File: src/rtl/cc_detect_pkg.sv
// Purpose: Shared constants for the CC detection status register group.
// Assumes: Byte-wide register port, 40 MHz core clock.
// Notes: Times are kept in ns; cycle counts derive from them.
package cc_detect_pkg;

  // Register addresses.
  localparam logic [11:0] ADDR_EVENT_STATUS = 12'h803;
  localparam logic [11:0] ADDR_CC1_CHANGE = 12'h804;
  localparam logic [11:0] ADDR_CC2_CHANGE = 12'h805;
  localparam logic [11:0] ADDR_CC1_MATCH = 12'h806;
  localparam logic [11:0] ADDR_CC2_MATCH = 12'h807;

  // Event status bit positions.
  localparam int unsigned BIT_MATCH_VALID = 7;
  localparam int unsigned BIT_PULLUP_CHANGE = 6;
  localparam int unsigned BIT_DETACH = 5;
  localparam int unsigned BIT_ATTACH = 4;
  localparam int unsigned BIT_CC2_SUMMARY = 1;
  localparam int unsigned BIT_CC1_SUMMARY = 0;

  // Reset values.
  localparam logic [7:0] MATCH_RESET_DFP = 8'hff;
  localparam logic [7:0] MATCH_RESET_UFP = 8'h00;
  localparam logic [7:0] CHANGE_RESET = 8'h00;
  localparam logic [3:0] EVENT_RESET = 4'h0;
  localparam logic [1:0] ADV_RESET = 2'h0;

  // Timing.
  localparam int unsigned CLK_PERIOD_NS = 25;
  localparam int unsigned SLOW_UNIT_NS = 1600000;
  localparam int unsigned FAST_UNIT_NS = 100000;
  localparam int unsigned SLOW_TICK_CYCLES = SLOW_UNIT_NS / CLK_PERIOD_NS;
  localparam int unsigned FAST_TICK_CYCLES = FAST_UNIT_NS / CLK_PERIOD_NS;

  // Connection state of the port, one-hot.
  typedef enum logic [2:0] {
    PORT_UNATTACHED = 3'b001,
    PORT_ATTACH_WAIT = 3'b010,
    PORT_ATTACHED = 3'b100
  } port_state_t;

endpackage

File: src/rtl/cc_settle_tick.sv
// Purpose: Free-running divider giving one tick per settle time unit.
// Assumes: PERIOD is at least 2 and below 65536.
// Notes: The tick is a one-cycle pulse.
module cc_settle_tick #(
  parameter int unsigned PERIOD = 4000
) (
  // Clock and reset
  input wire logic sys_clk_i,
  input wire logic rst_i,
  // Tick
  output logic tick_o
);

  localparam logic [15:0] LAST = 16'(PERIOD - 1);

  logic [15:0] count_ff;
  logic [15:0] nxt_count;
  logic tick_ff;
  logic nxt_tick;

  always_comb begin
    nxt_tick = (count_ff == LAST);
    nxt_count = nxt_tick ? 16'h0000 : count_ff + 16'h0001;
  end

  always_ff @(posedge sys_clk_i) begin
    if (rst_i) begin
      count_ff <= 16'h0000;
      tick_ff <= 1'b0;
    end else begin
      count_ff <= nxt_count;
      tick_ff <= nxt_tick;
    end
  end

  assign tick_o = tick_ff;

endmodule

File: src/rtl/cc_pin_match.sv
// Purpose: One CC pin: comparator sync, settle filter, match and change.
// Assumes: Comparator outputs are asynchronous to the core clock.
// Notes: Change bits follow any change of the presented match value.
module cc_pin_match (
  // Clock and reset
  input wire logic sys_clk_i,
  input wire logic rst_i,
  // Comparator and settle control
  input wire logic [7:0] cmp_raw_i,
  input wire logic [7:0] settle_clear_en_i,
  input wire logic [7:0] default_i,
  input wire logic active_i,
  input wire logic tick_i,
  input wire logic [7:0] limit_i,
  input wire logic qualify_i,
  // Change register write
  input wire logic clear_wr_i,
  input wire logic [7:0] clear_data_i,
  // Results
  output logic [7:0] match_o,
  output logic [7:0] change_o,
  output logic updated_o
);

  logic [7:0] sync1_ff, sync2_ff, cand_ff, deb_ff, cnt_ff;
  logic [7:0] match_ff, change_ff;
  logic settled_ff, upd_ff;
  logic [7:0] nxt_sync1, nxt_sync2, nxt_cand, nxt_deb, nxt_cnt;
  logic [7:0] nxt_match, nxt_change, clr_mask;
  logic nxt_settled, nxt_upd;

  always_comb begin
    nxt_sync1 = cmp_raw_i;
    nxt_sync2 = sync1_ff;
    nxt_cand = cand_ff;
    nxt_deb = deb_ff;
    nxt_cnt = cnt_ff;
    nxt_settled = settled_ff;
    nxt_upd = 1'b0;
    if (!active_i) begin
      nxt_cand = default_i;
      nxt_deb = default_i;
      nxt_cnt = 8'h00;
      nxt_settled = 1'b0;
    end else if ((sync2_ff != cand_ff) || !qualify_i) begin
      // Any movement restarts the settle interval.
      nxt_cand = sync2_ff;
      nxt_cnt = 8'h00;
      nxt_settled = 1'b0;
    end else if (cnt_ff >= limit_i) begin
      nxt_deb = cand_ff;
      nxt_settled = 1'b1;
      nxt_upd = !settled_ff;
    end else if (tick_i) begin
      nxt_cnt = cnt_ff + 8'h01;
    end
    // Per bit: settled value or raw comparator.
    if (!active_i) begin
      nxt_match = default_i;
    end else begin
      nxt_match = (settle_clear_en_i & deb_ff) |
                  (~settle_clear_en_i & sync2_ff);
    end
    clr_mask = clear_wr_i ? clear_data_i : 8'h00;
    // Set after clear, so a change in the clear cycle is kept.
    nxt_change = (change_ff & ~clr_mask) | (nxt_match ^ match_ff);
  end

  always_ff @(posedge sys_clk_i) begin
    if (rst_i) begin
      sync1_ff <= 8'h00;
      sync2_ff <= 8'h00;
      cand_ff <= default_i;
      deb_ff <= default_i;
      cnt_ff <= 8'h00;
      match_ff <= default_i;
      change_ff <= cc_detect_pkg::CHANGE_RESET;
      settled_ff <= 1'b0;
      upd_ff <= 1'b0;
    end else begin
      sync1_ff <= nxt_sync1;
      sync2_ff <= nxt_sync2;
      cand_ff <= nxt_cand;
      deb_ff <= nxt_deb;
      cnt_ff <= nxt_cnt;
      match_ff <= nxt_match;
      change_ff <= nxt_change;
      settled_ff <= nxt_settled;
      upd_ff <= nxt_upd;
    end
  end

  assign match_o = match_ff;
  assign change_o = change_ff;
  assign updated_o = upd_ff;
endmodule

File: src/rtl/cc_detect_status_regs.sv
// Purpose: CC detection event, change and match registers of a Type-C port.
// Assumes: Byte-wide register port; control bits and events come from
//   logic on the same clock, comparator outputs from analog.
// Notes: The event register is 16 bits wide but only its low byte holds
//   fields; the upper byte is not reachable on the byte port.
//
// How it works
// Match-valid flag set on first settled result.
// Standalone upstream port flags pull-up level change.
// Pull-up flag reads zero outside standalone upstream.
// New partner current advertisement is captured.
// Standalone mode flags detach events.
// Standalone mode flags attach events.
// Event pulses latch into sticky bits.
// Summary bits show pending per-pin change bits.
// Change bit sets when match bit toggles.
// Writing one clears; zero leaves untouched.
// Match bit means voltage above threshold.
// Unattached: update after match settle time.
// AttachWait: update after open line settles.
// Attached: update after attached settle time.
// Companion mode: default until comparator enabled.
// Per bit settled or raw value selectable.
// Match reset FFh as DFP, 00h UFP.
// Role bit selects DFP; frozen while active.
// Standalone bit lets internal logic run detection.
// Unit select picks 1.6 ms or 100 us. Code applies it only in Unattached; AttachWait and Attached always use 100 us.
// Two identical independent per-pin channels.
module cc_detect_status_regs #(
  parameter int unsigned SLOW_TICK_CYCLES = cc_detect_pkg::SLOW_TICK_CYCLES
) (
  // Clock and reset
  input wire logic sys_clk_i,
  input wire logic rst_i,
  // Register port
  input wire logic [11:0] reg_addr_i,
  input wire logic reg_wr_i,
  input wire logic [7:0] reg_wdata_i,
  input wire logic reg_rd_i,
  output logic [7:0] reg_rdata_o,
  output logic reg_rvalid_o,
  // Control settings
  input wire logic standalone_mode_i,
  input wire logic role_dfp_i,
  input wire logic comparator_en_i,
  input wire logic settle_time_unit_select_i,
  input wire logic [7:0] match_settle_time_i,
  input wire logic [7:0] attached_settle_time_i,
  input wire logic [7:0] pin1_settle_clear_enable_i,
  input wire logic [7:0] pin2_settle_clear_enable_i,
  // Port connection state and events
  input wire cc_detect_pkg::port_state_t port_state_i,
  input wire logic open_line_i,
  input wire logic attach_event_i,
  input wire logic detach_event_i,
  input wire logic pullup_change_event_i,
  input wire logic [1:0] pullup_adv_i,
  // Comparator outputs per threshold
  input wire logic [7:0] cc1_level_i,
  input wire logic [7:0] cc2_level_i,
  // Status
  output logic [1:0] partner_adv_o,
  output logic debouncer_active_o
);

  localparam int unsigned FAST_TICKS = cc_detect_pkg::FAST_TICK_CYCLES;

  logic tick_slow, tick_fast, tick_sel, active, qualify;
  logic role_dfp_ff, nxt_role_dfp;
  logic first_done_ff, nxt_first_done;
  logic valid_flag_ff, pullup_change_flag_ff, detach_ff, attach_ff;
  logic nxt_valid_flag, nxt_pullup_change_flag, nxt_detach, nxt_attach;
  logic [1:0] adv_ff, nxt_adv;
  logic [7:0] rdata_ff, nxt_rdata;
  logic rvalid_ff, nxt_rvalid;
  logic [7:0] limit, match_default, event_view, evt_clr;
  logic [7:0] pin1_match, pin2_match, pin1_change, pin2_change;
  logic pin1_updated, pin2_updated, wr_pin1, wr_pin2, wr_event;
  logic standalone_ufp, pin1_change_summary, pin2_change_summary;

  cc_settle_tick #(
    .PERIOD(SLOW_TICK_CYCLES)
  ) u_tick_slow (
    .sys_clk_i(sys_clk_i),
    .rst_i(rst_i),
    .tick_o(tick_slow)
  );

  cc_settle_tick #(
    .PERIOD(FAST_TICKS)
  ) u_tick_fast (
    .sys_clk_i(sys_clk_i),
    .rst_i(rst_i),
    .tick_o(tick_fast)
  );

  // Standalone mode runs the debouncer on its own.
  assign active = standalone_mode_i | comparator_en_i;
  assign standalone_ufp = standalone_mode_i & ~role_dfp_ff;

  always_comb begin
    // The role is only sampled while the debouncer is idle, so a careless
    // write during operation cannot corrupt the match defaults.
    nxt_role_dfp = active ? role_dfp_ff : role_dfp_i;
    // Reset default follows the configured role. During reset the role
    // input is used directly, so the match bytes and their change bits
    // come out of reset already at the right value.
    match_default = (rst_i ? role_dfp_i : role_dfp_ff) ?
                    cc_detect_pkg::MATCH_RESET_DFP :
                    cc_detect_pkg::MATCH_RESET_UFP;
    // Settle interval per connection state.
    limit = attached_settle_time_i;
    tick_sel = tick_fast;
    qualify = 1'b1;
    case (port_state_i)
      cc_detect_pkg::PORT_UNATTACHED: begin
        limit = match_settle_time_i;
        tick_sel = settle_time_unit_select_i ? tick_fast : tick_slow;
      end
      cc_detect_pkg::PORT_ATTACH_WAIT: begin
        qualify = open_line_i;
      end
      cc_detect_pkg::PORT_ATTACHED: begin
        qualify = 1'b1;
      end
      default: begin
        qualify = 1'b1;
      end
    endcase
  end

  assign wr_event = reg_wr_i && reg_addr_i == cc_detect_pkg::ADDR_EVENT_STATUS;
  assign wr_pin1 = reg_wr_i && reg_addr_i == cc_detect_pkg::ADDR_CC1_CHANGE;
  assign wr_pin2 = reg_wr_i && reg_addr_i == cc_detect_pkg::ADDR_CC2_CHANGE;

  // Two identical channels with their own state.
  cc_pin_match u_pin1 (
    .sys_clk_i(sys_clk_i),
    .rst_i(rst_i),
    .cmp_raw_i(cc1_level_i),
    .settle_clear_en_i(pin1_settle_clear_enable_i),
    .default_i(match_default),
    .active_i(active),
    .tick_i(tick_sel),
    .limit_i(limit),
    .qualify_i(qualify),
    .clear_wr_i(wr_pin1),
    .clear_data_i(reg_wdata_i),
    .match_o(pin1_match),
    .change_o(pin1_change),
    .updated_o(pin1_updated)
  );

  cc_pin_match u_pin2 (
    .sys_clk_i(sys_clk_i),
    .rst_i(rst_i),
    .cmp_raw_i(cc2_level_i),
    .settle_clear_en_i(pin2_settle_clear_enable_i),
    .default_i(match_default),
    .active_i(active),
    .tick_i(tick_sel),
    .limit_i(limit),
    .qualify_i(qualify),
    .clear_wr_i(wr_pin2),
    .clear_data_i(reg_wdata_i),
    .match_o(pin2_match),
    .change_o(pin2_change),
    .updated_o(pin2_updated)
  );

  // Summary bits are live, so they drop once software empties the pin.
  assign pin1_change_summary = |pin1_change;
  assign pin2_change_summary = |pin2_change;

  always_comb begin
    evt_clr = wr_event ? reg_wdata_i : 8'h00;
    // The first settled result after enabling raises the flag.
    nxt_first_done = active & (first_done_ff | pin1_updated | pin2_updated);
    // Each sticky bit: clear by one, then set, so the set wins.
    nxt_valid_flag = (valid_flag_ff & ~evt_clr[cc_detect_pkg::BIT_MATCH_VALID])
                     | (active & ~first_done_ff &
                        (pin1_updated | pin2_updated));
    nxt_pullup_change_flag =
      (pullup_change_flag_ff & ~evt_clr[cc_detect_pkg::BIT_PULLUP_CHANGE])
      | (standalone_ufp & pullup_change_event_i);
    nxt_detach = (detach_ff & ~evt_clr[cc_detect_pkg::BIT_DETACH])
                 | (standalone_mode_i & detach_event_i);
    nxt_attach = (attach_ff & ~evt_clr[cc_detect_pkg::BIT_ATTACH])
                 | (standalone_mode_i & attach_event_i);
    // Latest partner advertisement stays on partner_adv_o after the event.
    nxt_adv = (standalone_ufp & pullup_change_event_i) ? pullup_adv_i : adv_ff;
    event_view = 8'h00;
    event_view[cc_detect_pkg::BIT_MATCH_VALID] = valid_flag_ff;
    // Outside standalone upstream the bit reads zero.
    event_view[cc_detect_pkg::BIT_PULLUP_CHANGE] =
      pullup_change_flag_ff & standalone_ufp;
    event_view[cc_detect_pkg::BIT_DETACH] = detach_ff;
    event_view[cc_detect_pkg::BIT_ATTACH] = attach_ff;
    event_view[cc_detect_pkg::BIT_CC2_SUMMARY] = pin2_change_summary;
    event_view[cc_detect_pkg::BIT_CC1_SUMMARY] = pin1_change_summary;
    nxt_rvalid = reg_rd_i;
    nxt_rdata = rdata_ff;
    if (reg_rd_i) begin
      case (reg_addr_i)
        cc_detect_pkg::ADDR_EVENT_STATUS: nxt_rdata = event_view;
        cc_detect_pkg::ADDR_CC1_CHANGE: nxt_rdata = pin1_change;
        cc_detect_pkg::ADDR_CC2_CHANGE: nxt_rdata = pin2_change;
        cc_detect_pkg::ADDR_CC1_MATCH: nxt_rdata = pin1_match;
        cc_detect_pkg::ADDR_CC2_MATCH: nxt_rdata = pin2_match;
        default: nxt_rdata = 8'h00;
      endcase
    end
  end

  always_ff @(posedge sys_clk_i) begin
    if (rst_i) begin
      role_dfp_ff <= role_dfp_i;
      first_done_ff <= 1'b0;
      valid_flag_ff <= 1'b0;
      pullup_change_flag_ff <= 1'b0;
      detach_ff <= 1'b0;
      attach_ff <= 1'b0;
      adv_ff <= cc_detect_pkg::ADV_RESET;
      rdata_ff <= 8'h00;
      rvalid_ff <= 1'b0;
    end else begin
      role_dfp_ff <= nxt_role_dfp;
      first_done_ff <= nxt_first_done;
      valid_flag_ff <= nxt_valid_flag;
      pullup_change_flag_ff <= nxt_pullup_change_flag;
      detach_ff <= nxt_detach;
      attach_ff <= nxt_attach;
      adv_ff <= nxt_adv;
      rdata_ff <= nxt_rdata;
      rvalid_ff <= nxt_rvalid;
    end
  end

  assign reg_rdata_o = rdata_ff;
  assign reg_rvalid_o = rvalid_ff;
  assign partner_adv_o = adv_ff;
  assign debouncer_active_o = active;
endmodule

File: config.mk
export PLATFORM = sky130hd
export DESIGN_NAME = cc_detect_status_regs
export DESIGN_NICKNAME = d
export VERILOG_FILES = /design/src/rtl/cc_detect_pkg.sv /design/src/rtl/cc_settle_tick.sv /design/src/rtl/cc_pin_match.sv /design/src/rtl/cc_detect_status_regs.sv
export SDC_FILE = /design/constraint.sdc
export NUM_CORES = 1
export LEC_CHECK = 0
export BUFFER_PORTS_ARGS = -buffer_cell sky130_fd_sc_hd__buf_2
export CORE_MARGIN = 3
export CORE_UTILIZATION = 58
export DETAILED_ROUTE_END_ITERATION = 16
export GPL_TIMING_DRIVEN = 0
export HOLD_SLACK_MARGIN = 0.08
export PLACE_DENSITY = 0.8
export SLEW_MARGIN = 25
export SYNTH_ARGS = -nofsm -noshare
export SYNTH_HDL_FRONTEND = slang
export SYNTH_SLANG_ARGS = --single-unit
File: constraint.sdc
create_clock -name sys_clk_i -period 4.7 [get_ports sys_clk_i]
set_clock_uncertainty 0.2 [all_clocks]
set_input_delay 0.94 -clock sys_clk_i [delete_from_list [all_inputs] [get_ports sys_clk_i]]
set_output_delay 0.94 -clock sys_clk_i [all_outputs]
set_load 0.01 [all_outputs]
# Word-level counts from Yosys, hierarchy flattened
# Cells that the tools add are included.
[word_totals]
reg_bits = 167
[op_classes]
n_addsub = 4
magnitude_cmp = 2
n_eq_ne = 18
n_mux = 30
bitwise = 45
n_reduce_logical = 20
[ops]
columns = ["cell", "n"]
rows = [
  ["8-bit two-way mux", 23],
  ["12-bit == test, second input constant", 5],
  ["8-bit bitwise AND", 6],
  ["8-bit one-hot mux with 5 select lines", 1],
  ["16-bit by 1-bit adder with 16-bit output, second input constant", 2],
  ["8-bit NOT", 4],
  ["8-bit bitwise OR", 4],
  ["8-bit by 1-bit adder with 8-bit output, second input constant", 2],
  ["16-bit by 12-bit == test with 1-bit output, second input constant", 1],
  ["16-bit == test, second input constant", 1],
  ["8-bit greater-or-equal comparator", 2],
  ["8-bit != test", 2],
  ["8-bit OR reduction", 2],
  ["8-bit bitwise XOR", 2],
  ["1-bit bitwise AND", 12],
  ["3-bit by 2-bit != test with 1-bit output, second input constant", 4],
  ["1-bit NOT", 9],
  ["1-bit bitwise OR", 8],
  ["2-bit AND reduction", 4],
  ["4-bit OR reduction", 2],
  ["1-bit two-way mux", 6],
  ["3-bit != test, second input constant", 2],
  ["3-bit OR reduction", 2],
  ["2-bit OR reduction", 2],
  ["6 further kinds", 11],
]

# Longest topological paths before layout
# Gate-level depths: netlist of the first run.
[logic_depth]
word_depth = 7
mapped_depth = 11
mapped_depth_nobuf = 9

# Cells and area by module
# A second synthesis of the first run with hierarchy kept.
[unflattened]
hier_cells = 840
area_unflattened_um2 = 7792.5
[modules_own_cells]
columns = ["module", "n_inst", "cells_per_inst", "area_per_inst_um2", "seq_area_each_um2"]
rows = [
  ["cc_pin_match", 2, 276, 2557.5, 1321.3],
  ["cc_detect_status_regs", 1, 122, 1178.6, 350.3],
  ["cc_settle_tick (u_tick_slow)", 1, 83, 755.7, 340.3],
  ["cc_settle_tick (u_tick_fast)", 1, 83, 743.2, 340.3],
]

# Worst setup path before layout of the first run
# OpenSTA, ideal clock, no wires.
[synth_path]
kind = "input -> register"
from = "in port_state_i[1]"
to = "reg u_pin1.deb_ff[0] (enable)"
setup_time_ns = 0.384
arrival_ns = 3.381
required_ns = 4.116
path_slack_ns = 0.735
stages = 11
path_buffers = 2
cell_sequence = "nor3b_1 -> buf_4 -> mux2_2 -> ha_1 -> nand2b_1 -> a21o_1 -> o2111ai_1 -> nand2_1 -> clkbuf_1 -> nor2_1 -> o21ai_0"
[synth_via]
elab_chain_cells = 6
elab_cells_between_ends = 10
[synth_lines]
columns = ["item", "line", "text"]
rows = [
  ["start: declaration", "cc_detect_status_regs.sv:52", "input wire cc_detect_pkg::port_state_t port_state_i,"],
  ["parallel branches: the longest is 5 deep, another holds 8-bit greater-or-equal comparator", "-", ""],
  ["2-bit AND reduction (no source line) (*)", "-", ""],
  ["end signal: assignment", "cc_pin_match.sv:74", "deb_ff <= default_i;"],
  ["end signal: assignment", "cc_pin_match.sv:84", "deb_ff <= nxt_deb;"],
  ["end: declaration", "cc_pin_match.sv:25", "logic [7:0] sync1_ff, sync2_ff, cand_ff, deb_ff, cnt_ff;"],
]
# Mark *: on every way between the ends.
# A chain may end at the register's enable or synchronous reset.

# Worst setup path after layout of the first run
[layout_path]
from = "in port_state_i[1]"
to = "reg u_pin1.deb_ff[7] (enable)"
# The elaborated chain is that of the path after synthesis.

==> results of run 1 <==
## cell families (layout without fill, tap and decap cells)
group           after synthesis  count (layout)  share of synthesized area, %
simple gates                327             327                         22.73
flops                       167             167                         49.69
compound gates              135             135                         10.59
xor+xnor                     57              57                         6.752
buf+inv                      50             176                         3.029
mux                          28              28                         4.163
fa+ha+maj                    18              18                         3.046
## synth_stat cells (all sizes together) (4+ instances only)
cell    instances
dfxtp         134
nor2          127
a21oi          63
nand3          41
nand2          40
o21ai          36
xor2           36
nor2b          34
edfxtp         33
mux2i          24
clkbuf         23
xnor2          21
ha             18
buf            15
or4            15
o31ai          12
inv            11
nand2b         10
nor4           10
and3            9
a22oi           8
nor3            8
and4            7
nand4           7
a211oi          6
or3             5
a221oi          4
and2            4
or2             4
## layer usage
layer / up-vias / track usage [%] / share of wire, %
li1: 2970 / - / -
met1: 2869 / 29.83 / 40
met2: 241 / 44.05 / 50
met3: 47 / 7.217 / 7.0
met4: 0 / 10.64 / 2.8
met5: - / 0 / 0
## power by group through the flow
stage	sequential (mW)	combinational, mW	clock [mW]
final	1.62	0.295	1.45
after detailed placement	1.65	0.287	0
after CTS	1.62	0.295	1.46
after floorplan	1.63	0.192	0
after global routing	1.63	0.332	1.53
after global placement	1.64	0.275	0
## cells in the final DEF (no fill, tap or decap), types with 24 or more instances in the layout
cell type  instances
a21oi_1           63
buf_2             99
dfxtp_1          134
edfxtp_1          33
mux2i_1           24
nand2_1           40
nand3_1           41
nor2_1           127
nor2b_1           34
o21ai_0           34
xor2_1            36
## stage by stage
stage / hold WS [ns] / setup WS (ns)
6_report: 0.2379 / 0.4937
3_3_place_gp: 0.2194 / 0.1965
3_5_place_dp: 0.2246 / 0.07219
4_1_cts: 0.2391 / 0.4907
2_1_floorplan: 0.2029 / 0.7348
5_1_grt: 0.2550 / 0.2078
## state kept, by name, indices dropped and copies added (netlist names), 2 cells and up
| register | count |
|---|---|
| u_tick_fast.count_ff | 16 |
| u_tick_slow.count_ff | 16 |
| reg_rdata_o | 8 |
| u_pin1.cand_ff | 8 |
| u_pin1.change_o | 8 |
| u_pin1.cnt_ff | 8 |
| u_pin1.deb_ff | 8 |
| u_pin1.match_o | 8 |
| u_pin1.nxt_sync2 | 8 |
| u_pin1.sync2_ff | 8 |
| u_pin2.cand_ff | 8 |
| u_pin2.change_o | 8 |
| u_pin2.cnt_ff | 8 |
| u_pin2.deb_ff | 8 |
| u_pin2.match_o | 8 |
| u_pin2.nxt_sync2 | 8 |
| u_pin2.sync2_ff | 8 |
| partner_adv_o | 2 |
## cell type report
| cell class | count | area (um^2) |
|---|---|---|
| clock buffer | 21 | 480.5 |
| inverter | 12 | 45.04 |
| timing repair buffer | 94 | 470.5 |
| tap | 168 | 210.2 |
| buffer | 38 | 178.9 |
| fill | 924 | 3513 |
| clock inverter | 11 | 143.9 |
| multi-input combinational | 565 | 3496 |
| sequential | 167 | 3674 |
## worst paths after layout
| check | from | endpoint | slack, ns | cells after the start |
|---|---|---|---|---|
| hold reg to reg | u_pin1.nxt_sync2[7] | u_pin1.sync2_ff[7] | 0.24 | 1 |
| hold / removal | u_pin1.nxt_sync2[7] | u_pin1.sync2_ff[7] | 0.24 | 1 |
| setup / recovery | port_state_i[1] | u_pin1.deb_ff[7] | 0.49 | 12 |
| setup reg to reg | u_pin1.cnt_ff[0] | u_pin1.deb_ff[7] | 1.39 | 9 |
==> metrics.md, run 1 <==
| Metric | Value |
|---|---|
| Tcrit/Tclk final | `89.50%` |
| CP Capture Type | `flip-flop` |
| Max Slew Vio Count | `0` |
| Post-layout net count | `998` |
| IO buf count | `94` |
| Worst Path Buf+Inv | `3` |
| Reg power frac | `48.1%` |
| Placed inst area | `8074 um^2` |
| RSZ-0062 raised after global routing | `false` |
| Die Area | `14140 um^2` |
| Post-CTS setup buffer count | `0` |
| Synth Net Count | `885` |
| Final instance area | `8698 um^2` |
| FF+latch count, synth | `167` |
| Slowest CP cell | `o21ai_0` |
| Leakage | `3.445 nW` |
| Fin crit period | `4.206 ns` |
| Max clock buf depth | `2` |
| Combinational power share | `8.8%` |
| Clock share of power | `43.1%` |
| Synth Instances | `782` |
| Max frequency | `237.7 MHz` |
| Width of the die | `118.9 um` |
| Total Power | `3.364 mW` |
| Initial antenna violation count | `0` |
| DR vias | `6127` |
| GRT Total Usage | `25.54%` |
| Clock Sink Count | `167` |
| Dominant cells by area after synthesis | `dfxtp_1 (36%), edfxtp_1 (13%), nor2_1 (6.4%), a21oi_1 (4.3%), xor2_1 (4.3%)` |
| Main flop type after synthesis | `dfxtp_1` |
| Clk slew on worst S/H paths | `0.06 ns` |
| Core Util, Final | `71.23%` |
| Layout cells sized above 1 | `16.30%` |
| CTS H-tree lvls | `4` |
| Drt drc | `0` |
| Async S/R FF share, synth | `0%` |
| Arr. time, crit path | `4.06 ns` |
| DP Cell Count | `1044` |
| Routed vias/inst | `5.694` |
| Diode count | `0` |
| Post-detail-place hpwl | `12.71 mm` |
| GP Congestion | `0.8835` |
| Die Span Y | `118.9 um` |
| Finished Layout Cells | `1076` |
| Max stage delay on crit path | `0.83 ns` |
| Starting Density | `60.54%` |
| Hold-fix buffers at CTS | `0` |
| Core footprint | `12210 um^2` |
| Syn Std Cell Area | `7393 um^2` |
| EDFF count, synth | `33` |
| Setup_tns | `0 ns` |
| Worst skew pair latency | `0.43 ns` |
| Worst Hold Class | `reg -> reg` |
| Crit path max-delay family | `compound AO/OA/AOI/OAI gates` |
| Max_slew headroom | `31.22%` |
| DR iter-0 viols | `543` |
| CP required | `4.55 ns` |
| WL/cell | `16.25 um` |
| Synthesis warning total | `0` |
| CP startpoint kind | `input port` |
| Area grow syn2layout | `17.65%` |
| Largest net degree at the start of global routing | `18` |
| Power density cells | `386.7 nW/um^2` |
| Max VDD drop | `0.3033 mV` |
| Floorplan row count | `40` |
| Critical path class | `in -> reg` |
| Endpoints failing hold | `0` |
| First-pass detailed-route iteration total | `7` |
| TritonCTS clock tree | `yes` |
| Final WL | `17.48 mm` |
| Switching Fraction | `23.38%` |
| NetSw | `786.2 uW` |
| CP cell instances | `buf_2 -> nor3b_1 -> buf_4 -> mux2_2 -> ha_1 -> nand2b_1 -> a21o_1 -> o2111ai_1 -> nand2_1 -> clkbuf_1 -> nor2_1 -> o21ai_0` |
| Vias in the first global route | `6259` |
| Root Driver | `clkbuf_16` |
| Endpoints failing setup | `0` |
| Area share of the largest cell type after synthesis | `36.28%` |
| Int Pwr | `2.577 mW` |
| # IOs | `97` |
| First-pass GRT wire length | `29.21 mm` |
| Max-cap violations | `0` |
| CP max FO | `10` |
| Worst slew pin tran | `1.021 ns` |
| Post-CTS resize count | `0` |
| CTS buffer count | `17` |
| Yosys top cell by area | `dfxtp_1` |
| Antenna viol nets, final | `0` |
| Status | `complete, no violations` |
| Post-synthesis sequential area ratio | `49.69%` |
| Yosys cell types | `50` |
| Total grt overflow | `0` |
| Avg Inst Size Synth | `9.454 um^2` |
(Power assumes the default switching activity.)
==> inputs of run 2 (changes only) <==
- ABC_AREA: default -> 1
==> metrics.md, run 2 <==
| Metric | Value |
|---|---|
| Die Area | `15190 um^2 (was 14140 um^2)` |
| First-pass detailed-route iteration total | `5 (was 7)` |
| Fill cell count | `1086 (was 924)` |
| Clk slew on worst S/H paths | `0.06 ns (about the same)` |
| Worst skew pair latency | `0.43 ns (about the same)` |
| TritonCTS clock tree | `yes (unchanged)` |
| Flop2flop setup slack | `2.45 ns (was 1.39 ns)` |
| Critical path class | `in -> reg (unchanged)` |
| Area of the multi-input gates | `3461 um^2 (was 3496 um^2)` |
| Slowest CP cell | `mux2_2 (was o21ai_0)` |
| Tcrit/Tclk final | `65.68% (was 89.50%)` |
| CP required | `4.59 ns (was 4.55 ns)` |
| CTS buffer count | `17 (unchanged)` |
| Yosys top cell by area | `dfxtp_1 (unchanged)` |
| Core footprint | `13350 um^2 (was 12210 um^2)` |
| R2r startpoint | `u_pin2.cnt_ff[0] (was u_pin1.cnt_ff[0])` |
| Post-CTS setup buffer count | `0 (unchanged)` |
| XOR/XNOR Fraction of Synth Area | `4.503% (was 6.752%)` |
| Initial antenna violation count | `0 (unchanged)` |
| Crit path max-delay family | `simple AND/OR/NAND/NOR gates (was compound AO/OA/AOI/OAI gates)` |
| Status | `complete, no violations (unchanged)` |
| WL/cell | `13.93 um (was 16.25 um)` |
| Starting Density | `59.74% (was 60.54%)` |
| Synth Net Count | `1087 (was 885)` |
| Area grow syn2layout | `16.24% (was 17.65%)` |
| Critical Path Most Common Cell | `nand2_1` |
| GRT Total Usage | `24.32% (was 25.54%)` |
| Worst Path Buf+Inv | `3 (unchanged)` |
| Largest registers | `u_tick_fast.count_ff (16), u_tick_slow.count_ff (16) (unchanged)` |
| Finished Layout Cells | `1287 (was 1076)` |
| Routed vias/inst | `5.135 (was 5.694)` |
| Post-CTS resize count | `0 (unchanged)` |
| Drt drc | `0 (unchanged)` |
| Combinational power share | `10.3% (was 8.8%)` |
| Post-layout net count | `1201 (was 998)` |
| Post-synth top cells | `inv_1 (172), dfxtp_1 (134), nor2_1 (128) (was dfxtp_1 (134), nor2_1 (127), a21oi_1 (63))` |
| Hold_sp | `u_pin1.nxt_sync2[4] (was u_pin1.nxt_sync2[7])` |
| Hold-fix buffers at CTS | `0 (unchanged)` |
| Clock share of power | `42.0% (was 43.1%)` |
| IO buf count | `95 (was 94)` |
| Total grt overflow | `0 (unchanged)` |
| Main flop type after synthesis | `dfxtp_1 (unchanged)` |
| Area share of the largest cell type after synthesis | `33.64% (was 36.28%)` |
| Dominant cells by area after synthesis | `dfxtp_1 (34%), edfxtp_1 (12%), inv_1 (8.1%), a21oi_1 (6.3%), nor2_1 (6.0%) (was dfxtp_1 (36%), edfxtp_1 (13%), nor2_1 (6.4%), a21oi_1 (4.3%), xor2_1 (4.3%))` |
| Width of the die | `123.3 um (was 118.9 um)` |
| Max_slew headroom | `57.63% (was 31.22%)` |
| DR vias | `6609 (was 6127)` |
| Endpoints failing hold | `0 (unchanged)` |
| FF+latch count, synth | `167 (unchanged)` |
| First-pass GRT wire length | `28.93 mm (was 29.21 mm)` |
| Die Span Y | `123.3 um (was 118.9 um)` |
| CP max FO | `9 (was 10)` |
| Final WL | `17.92 mm (was 17.48 mm)` |
| Synthesis warning total | `0 (unchanged)` |
| RSZ-0062 raised after global routing | `false (unchanged)` |
| Largest family of logic cells by synthesized area | `simple AND/OR/NAND/NOR gates (unchanged)` |
| Max stage delay on crit path | `0.35 ns (was 0.83 ns)` |
| Register Area | `3674 um^2 (unchanged)` |
| Max VDD drop | `0.2633 mV (was 0.3033 mV)` |
| Largest net degree at the start of global routing | `18 (unchanged)` |
| Layout cells sized above 1 | `18.09% (was 16.30%)` |
| Most frequent cells in the layout | `inv_1 (172), dfxtp_1 (134), nor2_1 (128), nand2_1 (105), buf_2 (105) (was dfxtp_1 (134), nor2_1 (127), buf_2 (99), a21oi_1 (63), nand3_1 (41))` |
| CP Capture Type | `flip-flop (unchanged)` |
| Max frequency | `323.9 MHz (was 237.7 MHz)` |
| CP cell instances | `buf_2 -> inv_1 -> nand3_4 -> mux2_2 -> ha_1 -> inv_1 -> nand2_1 -> nand2_1 -> nand2_1 -> nand2_1 -> nand2_1 -> nand2_1 -> nand2_2 -> nand2_4 -> nand2_1 -> nand3_1 -> nand2_1 (was buf_2 -> nor3b_1 -> buf_4 -> mux2_2 -> ha_1 -> nand2b_1 -> a21o_1 -> o2111ai_1 -> nand2_1 -> clkbuf_1 -> nor2_1 -> o21ai_0)` |
| Diode count | `0 (unchanged)` |
| Antenna viol nets, final | `0 (unchanged)` |
| R2r worst-path depth | `14 (was 9)` |
| Adder-Cell Fraction of Synth Area | `2.824% (was 3.046%)` |
| Synth Area in Compound Gates | `12.91% (was 10.59%)` |
| Most common cell after layout, fill and taps aside | `inv_1 (was dfxtp_1)` |
| Hold Path Sink | `u_pin1.sync2_ff[4] (was u_pin1.sync2_ff[7])` |
| Vias in the first global route | `6272 (was 6259)` |
| CP startpoint kind | `input port (unchanged)` |
| Max Slew Vio Count | `0 (unchanged)` |
| Synth Instances | `984 (was 782)` |
| Power density cells | `362.2 nW/um^2 (was 386.7 nW/um^2)` |
| Area share of and/or/nand/nor cells after synthesis | `22.27% (was 22.73%)` |
| Avg Inst Size Synth | `8.104 um^2 (was 9.454 um^2)` |
| R2r endpoint | `u_pin2.deb_ff[2] (was u_pin1.deb_ff[7])` |
| CTS H-tree lvls | `4 (unchanged)` |
| Reg power frac | `47.6% (was 48.1%)` |
| DR iter-0 viols | `415 (was 543)` |
| EDFF count, synth | `33 (unchanged)` |
| Worst slew pin tran | `0.6356 ns (was 1.021 ns)` |
| Endpoints failing setup | `0 (unchanged)` |
| Leakage | `4.155 nW (was 3.445 nW)` |
| Floorplan row count | `42 (was 40)` |
| Arr. time, crit path | `2.98 ns (was 4.06 ns)` |
| NetSw | `813.3 uW (was 786.2 uW)` |
| DP Cell Count | `1255 (was 1044)` |
| Hold path depth | `2 (was 1)` |
| Max clock buf depth | `2 (unchanged)` |
| Post-detail-place hpwl | `13.64 mm (was 12.71 mm)` |
| Syn Std Cell Area | `7974 um^2 (was 7393 um^2)` |
| Worst Hold Class | `reg -> reg (unchanged)` |
| Root Driver | `clkbuf_16 (unchanged)` |
| Int Pwr | `2.544 mW (was 2.577 mW)` |
| # IOs | `97 (unchanged)` |
| Post-synthesis sequential area ratio | `46.07% (was 49.69%)` |
| Core Util, Final | `69.44% (was 71.23%)` |
| Async S/R FF share, synth | `0% (unchanged)` |
| Mux share of post-synthesis cell area | `0.8944% (was 4.163%)` |
| Switching Fraction | `24.23% (was 23.38%)` |
| Fin crit period | `3.087 ns (was 4.206 ns)` |
| Clock Sink Count | `167 (unchanged)` |
| Max-cap violations | `0 (unchanged)` |
| Yosys cell types | `51 (was 50)` |
| Total Power | `3.357 mW (was 3.364 mW)` |
| Setup_tns | `0 ns (unchanged)` |
| GP Congestion | `0.8746 (was 0.8835)` |
| Most common cell in the netlist | `inv_1 (was dfxtp_1)` |
## run 2: cell count changes after synthesis, sizes merged, moves of 12 or more
cell	delta
nor3	+12
o21ai	+24
or4	-15
mux2i	-18
clkbuf	-16
nand4	+13
nor2b	-34
nand2	+78
a21oi	+38
inv	+171
nor2	+13
## run 2: layout make-up
cell class	count	area share [%]
plain buffers	25	1.593
clock buffers	21	4.860
clock inverters	11	1.606
inverters	183	7.465
multi-input cells	609	37.34
flip-flops and latches	167	39.63
well taps	176	2.376
repair buffers	95	5.130
## run 2: power by group through the flow
stage          sequential, mW  clock [mW]  combinational, mW
6_report                 1.60        1.41              0.347
3_5_place_dp             1.63           0              0.342
4_1_cts                  1.60        1.42              0.347
3_3_place_gp             1.62           0              0.334
5_1_grt                  1.61        1.48              0.392
2_1_floorplan            1.62           0              0.234
## run 2: layer usage
layer	up-vias	wire, um	GRT usage [%]
met1	2976	7780	29.74
met3	38	862	3.980
li1	3406	-	-
met2	189	8813	42.81
met5	-	0	0
met4	0	466	9.550
## run 2: how the worst max path moves through the flow
stage / end / startpoint / slack, ns / depth (start not counted)
floorplan: u_pin2.deb_ff[0] / port_state_i[1] / 1.56 / 16
global placement: u_pin1.deb_ff[1] / port_state_i[1] / 1.23 / 17
detailed placement: u_pin1.deb_ff[1] / port_state_i[1] / 1.15 / 17
CTS: u_pin2.deb_ff[3] / port_state_i[1] / 1.61 / 17
global route: u_pin2.deb_ff[4] / port_state_i[1] / 1.41 / 17
finish: u_pin2.deb_ff[2] / port_state_i[1] / 1.61 / 17
## run 2: cell families after synthesis
group	after synthesis
AOI/OAI and AO/OA	190
adders and majority gates	18
buffers and inverters	208
muxes	7
DFF	167
xor gates and xnor gates	41
and+or+nand+nor	353
## run 2: per-stage QoR
step / hold slack [ns] / instance area (um^2) / worst slack, ns
floorplan: 0.1883 / 7974 / 1.558
finish: 0.1966 / 9269 / 1.613
global route: 0.2099 / 9269 / 1.407
global placement: 0.1905 / 8670 / 1.227
detailed placement: 0.1953 / 8670 / 1.154
CTS: 0.2010 / 9269 / 1.608
## run 2: worst min-delay path, cell delays in order (launching register included)
cell,delay [ns]
dfxtp_1,0.29
inv_1,0.04
nor2_1,0.03
